<file path="config.mk">
export PLATFORM = sky130hd
export DESIGN_NAME = lcse_regs
export DESIGN_NICKNAME = d
export VERILOG_FILES = /design/src/lcse_pkg.sv /design/src/lcse_regs.sv
export VERILOG_INCLUDE_DIRS = /design/src /design/src/src
export SDC_FILE = /design/constraint.sdc
export NUM_CORES = 1
export LEC_CHECK = 0
export BUFFER_PORTS_ARGS = -buffer_cell sky130_fd_sc_hd__clkbuf_2
export CAP_MARGIN = 20
export CORE_UTILIZATION = 45
export CTS_CLUSTER_SIZE = 30
export DETAILED_ROUTE_END_ITERATION = 6
export PLACE_DENSITY = 0.8
export SLEW_MARGIN = 20
export SYNTH_ARGS = -nofsm -noshare
export SYNTH_HDL_FRONTEND = slang
export SYNTH_SLANG_ARGS = --single-unit
</file>
<file path="constraint.sdc">
create_clock -name ref_clk -period 6.1 [get_ports ref_clk]
set_input_delay 0.305 -clock ref_clk [delete_from_list [all_inputs] [get_ports ref_clk]]
set_output_delay 0.305 -clock ref_clk [all_outputs]
set_load 0.005 [all_outputs]
</file>
<file path="src/lcse_cfg.svh">
// register offsets, field positions, reset values and pattern codes
// assumes inclusion by bare name from the status/event register module
`ifndef LCSE_CFG_SVH
`define LCSE_CFG_SVH

`define LCSE_ADDR_LOOP_EVT    8'hac
`define LCSE_ADDR_PLL         8'had
`define LCSE_ADDR_CLK_EVT     8'hd8
`define LCSE_ADDR_PATTERN     8'hda
`define LCSE_ADDR_MODE        8'he7
`define LCSE_ADDR_CLK_LOSS    8'hfe
`define LCSE_ADDR_GLOBAL_PTR  8'h6e
`define LCSE_ADDR_CHAN_PTR    8'h6f
`define LCSE_ADDR_CLK_MASK    8'hd9

`define LCSE_BIT_SYS_UP       3
`define LCSE_BIT_SYS_DOWN     2
`define LCSE_BIT_LINE_UP      1
`define LCSE_BIT_LINE_DOWN    0
`define LCSE_BIT_PLL_LOCKED   1
`define LCSE_BIT_PLL_CHANGED  0
`define LCSE_BIT_REF_SWITCH   4
`define LCSE_BIT_SRC_SWITCH   3
`define LCSE_BIT_TX_LOST      4
`define LCSE_BIT_ALT_LOST     3
`define LCSE_BIT_GLOBAL_LOOP  6
`define LCSE_BIT_GLOBAL_CLK   7
`define LCSE_BIT_CHAN_PLL     7

`define LCSE_PAT_NONE         3'h0
`define LCSE_PAT_PRBS         3'h2
`define LCSE_PAT_PRBS_INV     3'h3
`define LCSE_PAT_ZEROS        3'h6
`define LCSE_PAT_ONES         3'h7

`define LCSE_RUN_ORD11        5'h0c
`define LCSE_RUN_ORD15        5'h10
`define LCSE_RUN_ORD20        5'h15
`define LCSE_RUN_ORD23        5'h18

`define LCSE_RESET_BYTE       8'h00
`define LCSE_RESET_MASK       8'hff
`define LCSE_RESET_BEC        16'h0000

`endif

</file>
<file path="src/lcse_pkg.sv">
// types of the channel status and event register bank
// assumes the cfg header supplies all numeric constants
package lcse_pkg;

    // selected pseudo-random polynomial order
    typedef enum logic [1:0] {
        lcse_ord11,
        lcse_ord15,
        lcse_ord20,
        lcse_ord23
    } lcse_poly_t;

    // whole register state of the bank
    typedef struct packed {
        logic [3:0]  loop_evt;
        logic        pll_sync1;
        logic        pll_locked;
        logic        pll_locked_d;
        logic        pll_lock_changed;
        logic [1:0]  clk_evt;
        logic [7:0]  clk_mask;
        logic [1:0]  tx_lost_sync1;
        logic        tx_clock_lost;
        logic        alt_ref_clock_lost;
        logic        sys_loop_on;
        logic        line_loop_on;
        logic [4:0]  zero_run;
        logic [4:0]  one_run;
        logic [2:0]  pattern_state;
        logic        loopback_pattern_change_evt;
        logic [15:0] bit_error_counter;
        logic [7:0]  rd_data;
    } lcse_state_t;

endpackage : lcse_pkg

</file>
<file path="src/lcse_regs.sv">
// per-channel status and event registers of the line interface
// assumes detectors deliver same-clock one-cycle pulses; pll lock and
// clock-loss levels come from other clock domains and are synchronised
//
// Contract
// - system loop-up code sets bit 3, closes payload loop if auto-enabled
// - system loop-down code sets bit 2, opens payload loop if auto-enabled
// - line loop-up code sets bit 1, switches line loop on if enabled
// - line loop-down code sets bit 0, switches line loop off if enabled
// - pll locked level at bit 1 of pll status, plain read-only
// - lock level valid in both modes; generic mode reuses channel bit 7
// - lock-change flag bit 0 set on lock change, cleared on read
// - reading clock-switch event register clears all its bits
// - masked clock-switch events still flag when visible, no interrupt
// - reference switch between tx clock and alternate ref sets bit 4
// - tx clock source auto move either way sets bit 3
// - both clock-switch flags held zero when auto switching disabled
// - tx clock loss at clock status bit 4 always reported
// - alternate ref clock loss at clock status bit 3
// - pattern state bits 2:0: none 000, prbs 010, inverted 011
// - all-zero stream 110, all-ones stream 111
// - zero/one run length 12,16,21,24 for orders 11,15,20,23
// - pattern state change sets change event when pattern irq mode on
// - alarm simulation forces pattern state to none
// - no errored-pattern state; each prbs bit error bumps counter, saturating at ffff
// - mode status bit 0: 1 generic, 0 legacy compatibility
// - global pointer bits 6/7 show pending unmasked loop/clock events
// - generic mode puts pll lock at channel pointer bit 7
`timescale 1ns/1ps
`include "lcse_cfg.svh"

module lcse_regs (
    input  wire logic              ref_clk,
    input  wire logic              reset_n,
    input  wire logic [7:0]        reg_addr,
    input  wire logic              reg_rd,
    input  wire logic              reg_wr,
    input  wire logic [7:0]        reg_wdata,
    output logic      [7:0]        reg_rdata,
    input  wire logic              sys_loop_up_code,
    input  wire logic              sys_loop_down_code,
    input  wire logic              line_loop_up_code,
    input  wire logic              line_loop_down_code,
    input  wire logic              sys_auto_loop_en,
    input  wire logic              line_auto_loop_en,
    output logic                   payload_loop_on,
    output logic                   line_loop_on,
    input  wire logic              pll_lock_async,
    input  wire logic              legacy_mode_disable,
    input  wire logic              masked_event_visible,
    input  wire logic              auto_clock_switch_en,
    input  wire logic              ref_switch_pulse,
    input  wire logic              src_switch_pulse,
    input  wire logic              tx_clock_lost_async,
    input  wire logic              alt_ref_clock_lost_async,
    input  wire logic              pattern_irq_mode,
    input  wire logic              alarm_sim,
    input  wire lcse_pkg::lcse_poly_t poly_order,
    input  wire logic              rx_bit_valid,
    input  wire logic              rx_bit,
    input  wire logic              prbs_sync,
    input  wire logic              prbs_inverted,
    input  wire logic              prbs_bit_error,
    output logic                   loopback_pattern_change_evt,
    output logic      [15:0]       bit_error_counter,
    output logic      [7:0]        global_irq_pointer,
    output logic                   loop_event_pending,
    output logic                   clock_event_pending
);

    lcse_pkg::lcse_state_t st_ff;
    lcse_pkg::lcse_state_t nxt_st;

    logic       rd_loop;
    logic       rd_pll;
    logic       rd_clk;
    logic       rd_lbpc;
    logic [7:0] loop_byte;
    logic [7:0] pll_byte;
    logic [7:0] clk_byte;
    logic [7:0] clk_unmasked;
    logic [7:0] chan_ptr;
    logic [4:0] run_len;
    logic [2:0] pat_raw;
    logic [3:0] loop_set;
    logic [1:0] clk_set;

    // read strobes for clear-on-read registers
    assign rd_loop = reg_rd && (reg_addr == `LCSE_ADDR_LOOP_EVT);
    assign rd_pll  = reg_rd && (reg_addr == `LCSE_ADDR_PLL);
    assign rd_clk  = reg_rd && (reg_addr == `LCSE_ADDR_CLK_EVT);
    // the change event is read through the global pointer address here
    assign rd_lbpc = reg_rd && (reg_addr == `LCSE_ADDR_GLOBAL_PTR);

    // byte views of the event and status registers
    assign loop_byte = {4'h0, st_ff.loop_evt};
    assign pll_byte  = {6'h00, st_ff.pll_locked, st_ff.pll_lock_changed};
    assign clk_byte  = {3'h0, st_ff.clk_evt, 3'h0};
    assign clk_unmasked = clk_byte & ~st_ff.clk_mask;

    // incoming loop code pulses in bit order
    assign loop_set = {sys_loop_up_code, sys_loop_down_code,
                       line_loop_up_code, line_loop_down_code};
    // masked events recorded only while visibility is on
    assign clk_set = auto_clock_switch_en
                   ? ({ref_switch_pulse, src_switch_pulse}
                      & (masked_event_visible ? 2'h3 : ~st_ff.clk_mask[4:3]))
                   : 2'h0;

    always_comb begin
        unique case (poly_order)
            lcse_pkg::lcse_ord11: run_len = `LCSE_RUN_ORD11;
            lcse_pkg::lcse_ord15: run_len = `LCSE_RUN_ORD15;
            lcse_pkg::lcse_ord20: run_len = `LCSE_RUN_ORD20;
            lcse_pkg::lcse_ord23: run_len = `LCSE_RUN_ORD23;
        endcase
    end

    // pattern classification; runs win over prbs sync
    always_comb begin
        if (alarm_sim) begin
            pat_raw = `LCSE_PAT_NONE;
        end else if (st_ff.zero_run >= run_len) begin
            pat_raw = `LCSE_PAT_ZEROS;
        end else if (st_ff.one_run >= run_len) begin
            pat_raw = `LCSE_PAT_ONES;
        end else if (prbs_sync) begin
            pat_raw = prbs_inverted ? `LCSE_PAT_PRBS_INV : `LCSE_PAT_PRBS;
        end else begin
            pat_raw = `LCSE_PAT_NONE;
        end
    end

    // generic mode turns bit 7 into the pll lock level; legacy mode reads it zero
    assign chan_ptr = {legacy_mode_disable ? st_ff.pll_locked : 1'b0, 7'h00};

    // next-state for the whole bank
    always_comb begin
        nxt_st = st_ff;

        // loop events cleared on read, set wins
        nxt_st.loop_evt = (rd_loop ? 4'h0 : st_ff.loop_evt) | loop_set;

        if (sys_auto_loop_en && sys_loop_up_code) begin
            nxt_st.sys_loop_on = 1'b1;
        end else if (sys_auto_loop_en && sys_loop_down_code) begin
            nxt_st.sys_loop_on = 1'b0;
        end
        if (line_auto_loop_en && line_loop_up_code) begin
            nxt_st.line_loop_on = 1'b1;
        end else if (line_auto_loop_en && line_loop_down_code) begin
            nxt_st.line_loop_on = 1'b0;
        end

        nxt_st.pll_sync1  = pll_lock_async;
        nxt_st.pll_locked = st_ff.pll_sync1;
        // delayed copy, so only the second stage feeds logic
        nxt_st.pll_locked_d = st_ff.pll_locked;
        // change flag, set beats read clear
        nxt_st.pll_lock_changed = (rd_pll ? 1'b0 : st_ff.pll_lock_changed)
                                | (st_ff.pll_locked != st_ff.pll_locked_d);

        if (!auto_clock_switch_en) begin
            nxt_st.clk_evt = 2'h0;
        end else begin
            nxt_st.clk_evt = (rd_clk ? 2'h0 : st_ff.clk_evt) | clk_set;
        end
        if (reg_wr && (reg_addr == `LCSE_ADDR_CLK_MASK)) begin
            nxt_st.clk_mask = reg_wdata;
        end

        nxt_st.tx_lost_sync1      = {tx_clock_lost_async, alt_ref_clock_lost_async};
        nxt_st.tx_clock_lost      = st_ff.tx_lost_sync1[1];
        nxt_st.alt_ref_clock_lost = st_ff.tx_lost_sync1[0];

        if (rx_bit_valid) begin
            if (rx_bit) begin
                nxt_st.zero_run = 5'h00;
                nxt_st.one_run  = (st_ff.one_run == 5'h1f) ? st_ff.one_run
                                : st_ff.one_run + 5'h01;
            end else begin
                nxt_st.one_run  = 5'h00;
                nxt_st.zero_run = (st_ff.zero_run == 5'h1f) ? st_ff.zero_run
                                : st_ff.zero_run + 5'h01;
            end
        end
        nxt_st.pattern_state = pat_raw;

        nxt_st.loopback_pattern_change_evt = (rd_lbpc ? 1'b0
                                           : st_ff.loopback_pattern_change_evt)
                                           | (pattern_irq_mode
                                           && (pat_raw != st_ff.pattern_state));

        // counter bumps per bit error, saturating
        if (prbs_bit_error && (st_ff.bit_error_counter != 16'hffff)) begin
            nxt_st.bit_error_counter = st_ff.bit_error_counter + 16'h0001;
        end

        // registered read data; reserved bits read zero
        unique case (reg_addr)
            `LCSE_ADDR_LOOP_EVT:   nxt_st.rd_data = loop_byte;
            `LCSE_ADDR_PLL:        nxt_st.rd_data = pll_byte;
            `LCSE_ADDR_CLK_EVT:    nxt_st.rd_data = clk_byte;
            `LCSE_ADDR_CLK_MASK:   nxt_st.rd_data = st_ff.clk_mask;
            `LCSE_ADDR_PATTERN:    nxt_st.rd_data = {5'h00, st_ff.pattern_state};
            `LCSE_ADDR_MODE:       nxt_st.rd_data = {7'h00, legacy_mode_disable};
            `LCSE_ADDR_CLK_LOSS:   nxt_st.rd_data = {3'h0, st_ff.tx_clock_lost,
                                                     st_ff.alt_ref_clock_lost, 3'h0};
            `LCSE_ADDR_GLOBAL_PTR: nxt_st.rd_data = global_irq_pointer;
            `LCSE_ADDR_CHAN_PTR:   nxt_st.rd_data = chan_ptr;
            default:               nxt_st.rd_data = `LCSE_RESET_BYTE;
        endcase
        if (!reg_rd) begin
            nxt_st.rd_data = st_ff.rd_data;
        end
    end

    // state register
    always_ff @(posedge ref_clk or negedge reset_n) begin
        if (!reset_n) begin
            st_ff <= '0;
            st_ff.clk_mask <= `LCSE_RESET_MASK;
        end else begin
            st_ff <= nxt_st;
        end
    end

    assign loop_event_pending  = |st_ff.loop_evt;
    assign clock_event_pending = |clk_unmasked;
    assign global_irq_pointer  = {clock_event_pending, loop_event_pending,
                                  4'h0, st_ff.loopback_pattern_change_evt, 1'b0};

    // outputs
    assign reg_rdata                   = st_ff.rd_data;
    assign payload_loop_on             = st_ff.sys_loop_on;
    assign line_loop_on                = st_ff.line_loop_on;
    assign loopback_pattern_change_evt = st_ff.loopback_pattern_change_evt;
    assign bit_error_counter           = st_ff.bit_error_counter;

endmodule : lcse_regs

</file>
==> qor.yml, run 1 <==
detailed_routing:
  drt_pre_antenna_iters: 4
  first_iter_violations: 109
  wl_um: 7020
  postRouteAntennaNets: 0
  vias: 2665
  vias_per_cell: 5.44
  drc_errors: 0
  wl_per_cell_um: 14.3
layout:
  area_delta_synth_final_pct: 12.7
  antennaDiodeCount: 0
  nets: 442
  drive_gt1_share_pct: 29.9
  fin_area_um2: 3800
timing:
  setup_violations: 0
  worst_pin_slew_ns: 0.791
  finClkSkew_ns: 0.00842
  hold_viol: 0
  fmax_ghz: 0.439
  rsz0062_at_grt: "false"
  setup_tns_ns: 0
  slew_headroom_pct: 47.3
  finalCritPeriodShare_pct: 37.4
  min_period_ns: 2.28
  maxSlewViolCount: 0
grt:
  antenna_found_initial: 0
  grt_max_degree: 63
  grt_pass1_vias: 2534
  grt_first_pass_wirelength_um: 11500
  grt_usage_pct: 19.2
  gr-total-overflow: 0
die:
  die_w_um: 88.6
  row_count: 31
  die_area_um2: 7860
  ios: 80
  start_util_pct: 46.6
  die_h_um: 88.6
  core_area_um2: 7250
setup_path:
  worstPathMaxFanout: 4
  cp_num_buf_inv: 1
  max_stage_delay_ns: 0.42
  required_ns: 6.31
  worst_setup_path_end_kind: "flip-flop"
  worstSetupPathType: "reg2reg"
  cp.depth: 8
  cp_cell_sequence: "inv_1 -> ha_1 -> nor4b_1 -> o21ai_1 -> and2_1 -> o41a_1 -> xor2_1 -> a22o_1"
  setup.worst_path.start_class: "flip-flop"
  arrival_ns: 2.49
  critPathSlowestCell: "o41a_1"
  crit_family: "compound AO/OA/AOI/OAI gates"
  ff2ff_path_depth: 8
run:
  cap_viol_max_count: 0
synth:
  netlist_area_um2: 3380
  synth.most_common_cell: "dfrtp_1"
  syn_inst: 332
  async_flop_share_pct: 100
  synth_top_area_share_pct: 40.0
  synth_common_cells: "dfrtp_1 (54), buf_4 (32), nand2_1 (31)"
  yosysSeqAreaShare_pct: 46.2
  avgSynthCellArea_um2: 10.2
  synth_area_leaders: "dfrtp_1 (40%), buf_4 (7.1%), dfstp_2 (6.2%)"
  ys.flop_type: "dfrtp_1"
  synth-edff-count: 0
  yosysWarnings: 0
  ys_ff_latch: 62
  synth_top_area_cell: "dfrtp_1"
  synth.distinct_cells: 55
place:
  placed_cell_area_um2: 3640
  place_congestion: 0.870
  hpwl_um: 5230
  io_buffers: 74
power:
  vdd_ir_drop_max_mv: 0.151
  power_uw: 956
  power_density_nw_per_um2: 251
  p_leak_uw: 0.00180
outcome:
  outcome: "completed"
cts:
  cts_resized: 0
  cts_tree: "built"
  cts_root_buffer: "clkbuf_8"
  cts_max_level: 3
  cts.sinks: 62
  clk_pin_slew_ns: 0.07
  cts_hold_buf: 0
  cts_max_path_buffers: 2
  cts_made_buffers: 9
  postCtsSetupRepairBufs: 0
  clk_latency_ns: 0.33
worst_hold_path:
  min_path_cells: 1
  hp-class: "in2reg"
-- worst reg2reg max path, cell delays in order, from the launching register on --
cell,delay [ns]
dfrtp_1,0.41
inv_1,0.07
ha_1,0.28
nor4b_1,0.29
o21ai_1,0.13
and2_1,0.20
o41a_1,0.42
xor2_1,0.17
a22o_1,0.19
-- routing by layer --
layer	vias up	GRT usage (%)	routed length (um)
met5	-	0	0
met4	0	10.9	179
met3	15	3.36	344
met2	89	32.2	3440
met1	1306	23.5	3060
li1	1255	-	-
-- state kept, by name, indices dropped and copies added (netlist names) --
name / flops
payload_loop_on: 1
line_loop_on: 1
loop_byte: 4
pll_byte: 1
clk_byte: 2
st_ff: 24
loopback_pattern_change_evt: 1
bit_error_counter: 16
nxt_st: 4
reg_rdata: 8
-- placed cells by master, fill, tap and decap left out, drive strengths merged, types with 2 or more instances in the layout --
master and count:
or2 2, o31ai 2, a22o 9, a22oi 2, a32o 2, dfrtp 54
xor2 4, and4 3, inv 22, o2bb2ai 5, nor4 2, o31a 2
a21boi 3, clkinv 3, a21o 6, nor2b 8, or4 3, nand3 10
o21ai 14, nand3b 2, xnor2 12, nand2b 2, conb 5, a31oi 3
dfstp 8, a21oi 12, and3 7, o22ai 2, mux2 12, nand4 5
and2 3, nor2 14, nand2 33, ha 13, clkbuf 86
-- logic make-up after synthesis --
logic type,after synthesis,share of synthesized area (%)
AOI/OAI and AO/OA,71,15.0
xor gates and xnor gates,16,4.15
adders and majority gates,13,4.82
buffers and inverters,58,10.0
DFF,62,46.2
muxes,12,4.00
other,1,0.111
and+or+nand+nor,99,15.6
-- final cells by class --
| type | count | area (um^2) |
|---|---|---|
| Clock buffer | 12 | 145 |
| Multi-Input combinational cell | 216 | 1490 |
| Timing Repair Buffer | 75 | 378 |
| Clock inverter | 4 | 22.5 |
| Fill cell | 685 | 3450 |
| Sequential cell | 62 | 1560 |
| Inverter | 22 | 82.6 |
| Tap cell | 99 | 124 |
-- path summary, 6_finish.rpt --
kind,startpoint,endpoint,slack [ns]
worst max-delay path,st_ff[33],loopback_pattern_change_evt,3.82
worst min-delay path,pll_lock_async,nxt_st[56],0.08
worst max register to register,st_ff[33],loopback_pattern_change_evt,3.82
worst min register to register,nxt_st[56],nxt_st[55],0.35
max in group asynchronous,reset_n,bit_error_counter[5],5.44
min in group asynchronous,reset_n,reg_rdata[0],0.13
-- through the flow --
stage / cells / setup WS (ns) / hold WS, ns / utilization [%]
2_1_floorplan: 336 / 3.86 / 0.00941 / -
3_3_place_gp: 474 / 3.70 / 0.337 / 50.1
3_5_place_dp: 474 / 3.60 / 0.340 / 50.1
4_1_cts: 490 / 3.83 / 0.0598 / 52.5
5_1_grt: 490 / 3.67 / 0.0620 / 52.5
6_report: 490 / 3.82 / 0.0773 / 52.5
-- power breakdown --
group          leakage [uW]  switching [uW]  internal (uW)  total (uW)
logic              0.000953            74.5           76.4         151
clock network     0.0000861             158            157         314
registers          0.000762            40.3            451         491
total               0.00180             272            684         956
(Power assumes the default switching activity.)
==> run 2: changes to the inputs <==
- clock period: 6.1 -> 2.3 ns (I/O delays scaled with it)
==> run 2 against run 1 <==
Compared with the run above:
- utilization rose by 2.8 points
- count of clock-buffer cells in the layout fell by 3
- sequential share of layout area fell by 2.1 points
- via count rose by 2.5%
- sequential power rose to 2.6 times the previous value
- critical endpoint unchanged
- highest routed layer unchanged
- non-clock buffer count rose by 16
- first-iteration DRC count rose by 24%
==> qor.yml, run 2 (same netlist as run 1, synthesis figures left out) <==
outcome:
  outcome: "completed"  # unchanged
die:
  die_h_um: 88.6  # unchanged
  start_util_pct: 46.6  # unchanged
  row_count: 31  # unchanged
  core_area_um2: 7250  # unchanged
  ios: 80  # unchanged
  die_area_um2: 7860  # unchanged
  die_w_um: 88.6  # unchanged
power:
  power_density_nw_per_um2: 671  # was 251 nW/um^2
  vdd_ir_drop_max_mv: 0.552  # was 0.151 mV
  switching_share_pct: 28.5  # about the same
  power_switching_uw: 768  # was 272 uW
  power.clock.fraction_pct: 35.7  # was 32.9%
  combPwrFrac_pct: 15.9  # was 15.8%
  p_int_uw: 1920  # was 684 uW
  p_seq_share_pct: 48.4  # was 51.3%
  p_leak_uw: 0.00189  # was 0.00180 uW
cts:
  cts_root_buffer: "clkbuf_8"  # unchanged
  clk_latency_ns: 0.34  # was 0.33 ns
  cts.sinks: 62  # unchanged
  cts_max_path_buffers: 2  # unchanged
  clk_pin_slew_ns: 0.07  # about the same
  cts_made_buffers: 9  # unchanged
  cts_tree: "built"  # unchanged
  cts_max_level: 3  # unchanged
detailed_routing:
  postRouteAntennaNets: 0  # unchanged
  vias_per_cell: 5.40  # was 5.44
  wl_per_cell_um: 14.3  # about the same
  drc_errors: 0  # unchanged
  vias: 2731  # was 2665
  first_iter_violations: 135  # was 109
  wl_um: 7230  # was 7020 um
  drt_pre_antenna_iters: 4  # unchanged
setup_path:
  timing.rr.start: "st_ff[28]"  # was st_ff[33]
  worstPathMaxFanout: 4  # unchanged
  worst_setup_path_end_kind: "flip-flop"  # unchanged
  startpoint: "st_ff[28]"  # was st_ff[33]
  setup.worst_path.start_class: "flip-flop"  # unchanged
  required_ns: 2.53  # was 6.31 ns
  arrival_ns: 2.45  # was 2.49 ns
  worstSetupPathType: "reg2reg"  # unchanged
timing:
  hold_viol: 0  # unchanged
  setup_violations: 0  # unchanged
  finClkSkew_ns: 0.00624  # was 0.00842 ns
  rsz0062_at_grt: "true"  # was false
  min_period_ns: 2.21  # was 2.28 ns
  maxSlewViolCount: 0  # unchanged
  finalCritPeriodShare_pct: 96.2  # was 37.4%
  slew_headroom_pct: 56.4  # was 47.3%
  layout_setup_ws_ns: 0.0867  # was 3.82 ns
  worst_pin_slew_ns: 0.654  # was 0.791 ns
  fmax_ghz: 0.452  # was 0.439 GHz
layout:
  final_util_pct: 55.2  # was 52.5%
  antennaDiodeCount: 0  # unchanged
  area_delta_synth_final_pct: 18.6  # was 12.7%
  layout_commonest_cell: "clkbuf_2"  # unchanged
  largest_reg_flops: 24  # unchanged
  layout_common_cells: "clkbuf_2 (74), dfrtp_1 (54), nand2_1 (31), inv_1 (22)"  # unchanged
  nets: 458  # was 442
  largest-register: "st_ff"  # unchanged
  drive_gt1_share_pct: 30.2  # was 29.9%
grt:
  grt_pass1_vias: 2662  # was 2534
  antenna_found_initial: 0  # unchanged
  grt_first_pass_wirelength_um: 11700  # was 11500 um
  grt_usage_pct: 19.5  # was 19.2%
  gr-total-overflow: 0  # unchanged
  grt_max_degree: 40  # was 63
place:
  place_congestion: 0.874  # was 0.870
  hpwl_um: 5300  # was 5230 um
  io_buffers: 74  # unchanged
  post-place-ws_ns: 0.0119  # was 3.60 ns
run:
  cap_viol_max_count: 0  # unchanged
worst_hold_path:
  hp-class: "in2reg"  # unchanged
  min-delay-start: "auto_clock_switch_en"  # was pll_lock_async
[run 2: routing by layer]
metal	GRT usage [%]	wire length (um)	vias to the layer above
li1	-	-	1284
met1	22.6	3080	1360
met2	34.3	3730	72
met3	4.48	268	15
met4	8.65	155	0
met5	0	0	-
[run 2: power groups by stage]
stage / Clock (uW) / Combinational (uW) / Sequential, uW
6_report: 959 / 428 / 1300
4_1_cts: 986 / 425 / 1300
5_1_grt: 1040 / 484 / 1310
2_1_floorplan: 0 / 316 / 1290
3_5_place_dp: 0 / 406 / 1320
3_3_place_gp: 0 / 390 / 1310
[run 2: path summary, 6_finish.rpt]
path                                               endpoint  slack [ns]  cells after the start
worst max register to register  loopback_pattern_change_evt        0.09                      8
worst min-delay path                            clk_byte[3]        0.01                      2
worst min register to register                   nxt_st[55]        0.35                      0
worst max-delay path            loopback_pattern_change_evt        0.09                      8
min in group asynchronous                      reg_rdata[0]        0.33                      2
max in group asynchronous                         st_ff[47]        1.27                      3
[run 2: repair_timing]
| action | CTS | global route |
|---|---|---|
| buffers inserted | 0 | 2 |
| hold buffers | 13 | 0 |
| resized for setup | 0 | 1 |
| hold endpoints to repair | 30 | 0 |
| endpoints found under the setup margin | 0 | 1 |
[run 2: stage by stage]
stage | total power [uW] | cell area (um^2) | cells | setup TNS [ns] | hold slack [ns]
final | 2690 | 4010 | 506 | 0 | 0.0129
after global routing | 2830 | 4010 | 506 | -0.0104 | 0.00341
after CTS | 2710 | 3990 | 504 | 0 | 0.000531
after detailed placement | 1730 | 3660 | 475 | 0 | 0.174
after global placement | 1700 | 3660 | 475 | 0 | 0.162
after floorplan | 1610 | 3390 | 336 | 0 | -0.181
[run 2: area by class of cell]
class | count | area, um^2
Clock buffer | 9 | 124
Tap cell | 99 | 124
Multi-Input combinational cell | 216 | 1500
Timing Repair Buffer | 91 | 543
Fill cell | 660 | 3250
Sequential cell | 62 | 1560
Inverter | 22 | 82.6
Clock inverter | 7 | 73.8
[run 2: critical path: stages, from the launching register on]
cell and delay, ns:
dfrtp_1 0.39, inv_1 0.06, ha_1 0.29, or4b_4 0.48, o2111ai_2 0.12, nand2_4 0.09, o41a_1 0.35, xor2_1 0.16
a22o_1 0.17
==> run 3: changes to the inputs <==
- RECOVER_POWER: default -> 25
==> run 3 against run 2 <==
Compared with the run above:
- utilization down 0.16 points
- highest routed layer unchanged
- count of clock-buffer cells in the layout unchanged
- total power down 0.32%
- routed wire length down 0.17%
- cell area down 0.28%
- sequential power about the same
- sequential share of layout area up 0.11 points
- worst setup slack better by 0.0040 ns
- via count up 0.15%
- largest cell class unchanged
- clock skew about the same
- clock power down 0.8%
==> qor.yml, run 3 (same netlist as run 1, synthesis figures left out) <==
die:
  die_w_um: 88.6  # unchanged
  row_count: 31  # unchanged
  start_util_pct: 46.6  # unchanged
  die_area_um2: 7860  # unchanged
  die_h_um: 88.6  # unchanged
  ios: 80  # unchanged
  core_area_um2: 7250  # unchanged
timing:
  finClkSkew_ns: 0.00628  # was 0.00624 ns
  slew_headroom_pct: 6.39  # was 56.4%
  worst_pin_slew_ns: 1.40  # was 0.654 ns
  maxSlewViolCount: 0  # unchanged
  setup_violations: 0  # unchanged
  fmax_ghz: 0.453  # was 0.452 GHz
  min_period_ns: 2.21  # about the same
  hold_viol: 0  # unchanged
  finalCritPeriodShare_pct: 96.1  # was 96.2%
  layout_setup_ws_ns: 0.0907  # was 0.0867 ns
  rsz0062_at_grt: "true"  # unchanged
cts:
  cts_max_level: 3  # unchanged
  cts_root_buffer: "clkbuf_8"  # unchanged
  cts_tree: "built"  # unchanged
  clk_pin_slew_ns: 0.08  # was 0.07 ns
  cts_made_buffers: 9  # unchanged
  cts_max_path_buffers: 2  # unchanged
  cts.sinks: 62  # unchanged
  clk_latency_ns: 0.33  # was 0.34 ns
setup_path:
  required_ns: 2.53  # about the same
  timing.rr.start: "st_ff[28]"  # unchanged
  startpoint: "st_ff[28]"  # unchanged
  setup.worst_path.start_class: "flip-flop"  # unchanged
  worstPathMaxFanout: 4  # unchanged
  worst_setup_path_end_kind: "flip-flop"  # unchanged
  worstSetupPathType: "reg2reg"  # unchanged
  arrival_ns: 2.44  # was 2.45 ns
  rrSetupSlack_ns: 0.09  # about the same
detailed_routing:
  postRouteAntennaNets: 0  # unchanged
  drt_pre_antenna_iters: 4  # unchanged
  vias: 2735  # was 2731
  wl_um: 7220  # was 7230 um
  vias_per_cell: 5.41  # was 5.40
  wl_per_cell_um: 14.3  # about the same
  drc_errors: 0  # unchanged
  first_iter_violations: 124  # was 135
grt:
  antenna_found_initial: 0  # unchanged
  grt_max_degree: 40  # unchanged
  grt_usage_pct: 19.5  # unchanged
  grt_pass1_vias: 2662  # unchanged
  gr-total-overflow: 0  # unchanged
  grt_first_pass_wirelength_um: 11700  # unchanged
place:
  place_congestion: 0.874  # unchanged
  io_buffers: 74  # unchanged
  post-place-ws_ns: 0.0119  # unchanged
  dp.cells: 475  # unchanged
  hpwl_um: 5300  # unchanged
layout:
  antennaDiodeCount: 0  # unchanged
  layout_common_cells: "clkbuf_2 (70), dfrtp_1 (54), nand2_1 (31), inv_1 (22), nor2_1 (14)"  # was clkbuf_2 (74), dfrtp_1 (54), nand2_1 (31), inv_1 (22)
  nets: 458  # unchanged
  drive_gt1_share_pct: 28.7  # was 30.2%
  largest-register: "st_ff"  # unchanged
  multi_input_area_um2: 1500  # about the same
  fillers: 665  # was 660
  largest_reg_flops: 24  # unchanged
  final_cells: 506  # unchanged
  area_delta_synth_final_pct: 18.3  # was 18.6%
  final_util_pct: 55.1  # was 55.2%
  final-seq-area_um2: 1560  # unchanged
  layout_commonest_cell: "clkbuf_2"  # unchanged
power:
  power_density_nw_per_um2: 671  # about the same
  vdd_ir_drop_max_mv: 0.550  # was 0.552 mV
  p_leak_uw: 0.00187  # was 0.00189 uW
worst_hold_path:
  min-delay-start: "reg_wdata[1]"  # was auto_clock_switch_en
  hp-class: "in2reg"  # unchanged
outcome:
  outcome: "completed"  # unchanged
run:
  cap_viol_max_count: 0  # unchanged
[run 3: changes by cell type in the layout (fill, tap and decap cells not counted), sizes merged]
cell	before	now
buf	4	3
clkbuf	83	84
[run 3: critical path, cell delays in order (launching register included)]
cell and delay, ns:
dfrtp_1 0.39, inv_1 0.06, ha_1 0.29, or4b_4 0.48, o2111ai_2 0.12, nand2_4 0.09
o41a_1 0.35, xor2_1 0.16, a22o_1 0.17
[run 3: repair_timing]
item	4_1_cts	5_1_grt
endpoints found under the setup margin	0	1
endpoints found under the hold margin	30	0
gates resized for setup	0	1
setup buffers	0	2
hold buffers	13	0
[run 3: cell type report]
| class | count | area share [%] |
|---|---|---|
| clock buffer | 9 | 3.10 |
| clock inverter | 7 | 1.85 |
| inverter | 22 | 2.07 |
| multi-input combinational | 216 | 37.4 |
| sequential | 62 | 39.1 |
| tap | 99 | 3.10 |
| timing repair buffer | 91 | 13.4 |
[run 3: final timing paths]
kind	end	cells past startpoint
worst max register to register	loopback_pattern_change_evt	8
worst min register to register	nxt_st[55]	0
worst max-delay path	loopback_pattern_change_evt	8
min in group asynchronous	reg_rdata[0]	2
worst min-delay path	st_ff[45]	2
max in group asynchronous	st_ff[47]	3
[run 3: routing by layer]
metal / vias up / share of wire [%] / GRT usage (%)
met5: - / 0 / 0
met4: 0 / 1.6 / 8.65
met3: 10 / 4.0 / 4.48
met1: 1366 / 42 / 22.6
met2: 76 / 52 / 34.3
li1: 1283 / - / -
[run 3: where the power goes]
group / switching [uW] / leakage (uW) / internal [uW]
Sequential: 108 / 0.000762 / 1190
Combinational: 204 / 0.00101 / 223
Clock: 448 / 0.0000996 / 503
Total: 760 / 0.00187 / 1920
[run 3: per-stage QoR]
stage,hold WS (ns),TNS [ns],cell area (um^2),total power [uW]
6_report,0.0186,0,4000,2680
5_1_grt,0.00341,-0.0104,4000,2830
4_1_cts,0.000531,0,3990,2710
3_5_place_dp,0.174,0,3660,1730
3_3_place_gp,0.162,0,3660,1700
2_1_floorplan,-0.181,0,3390,1610
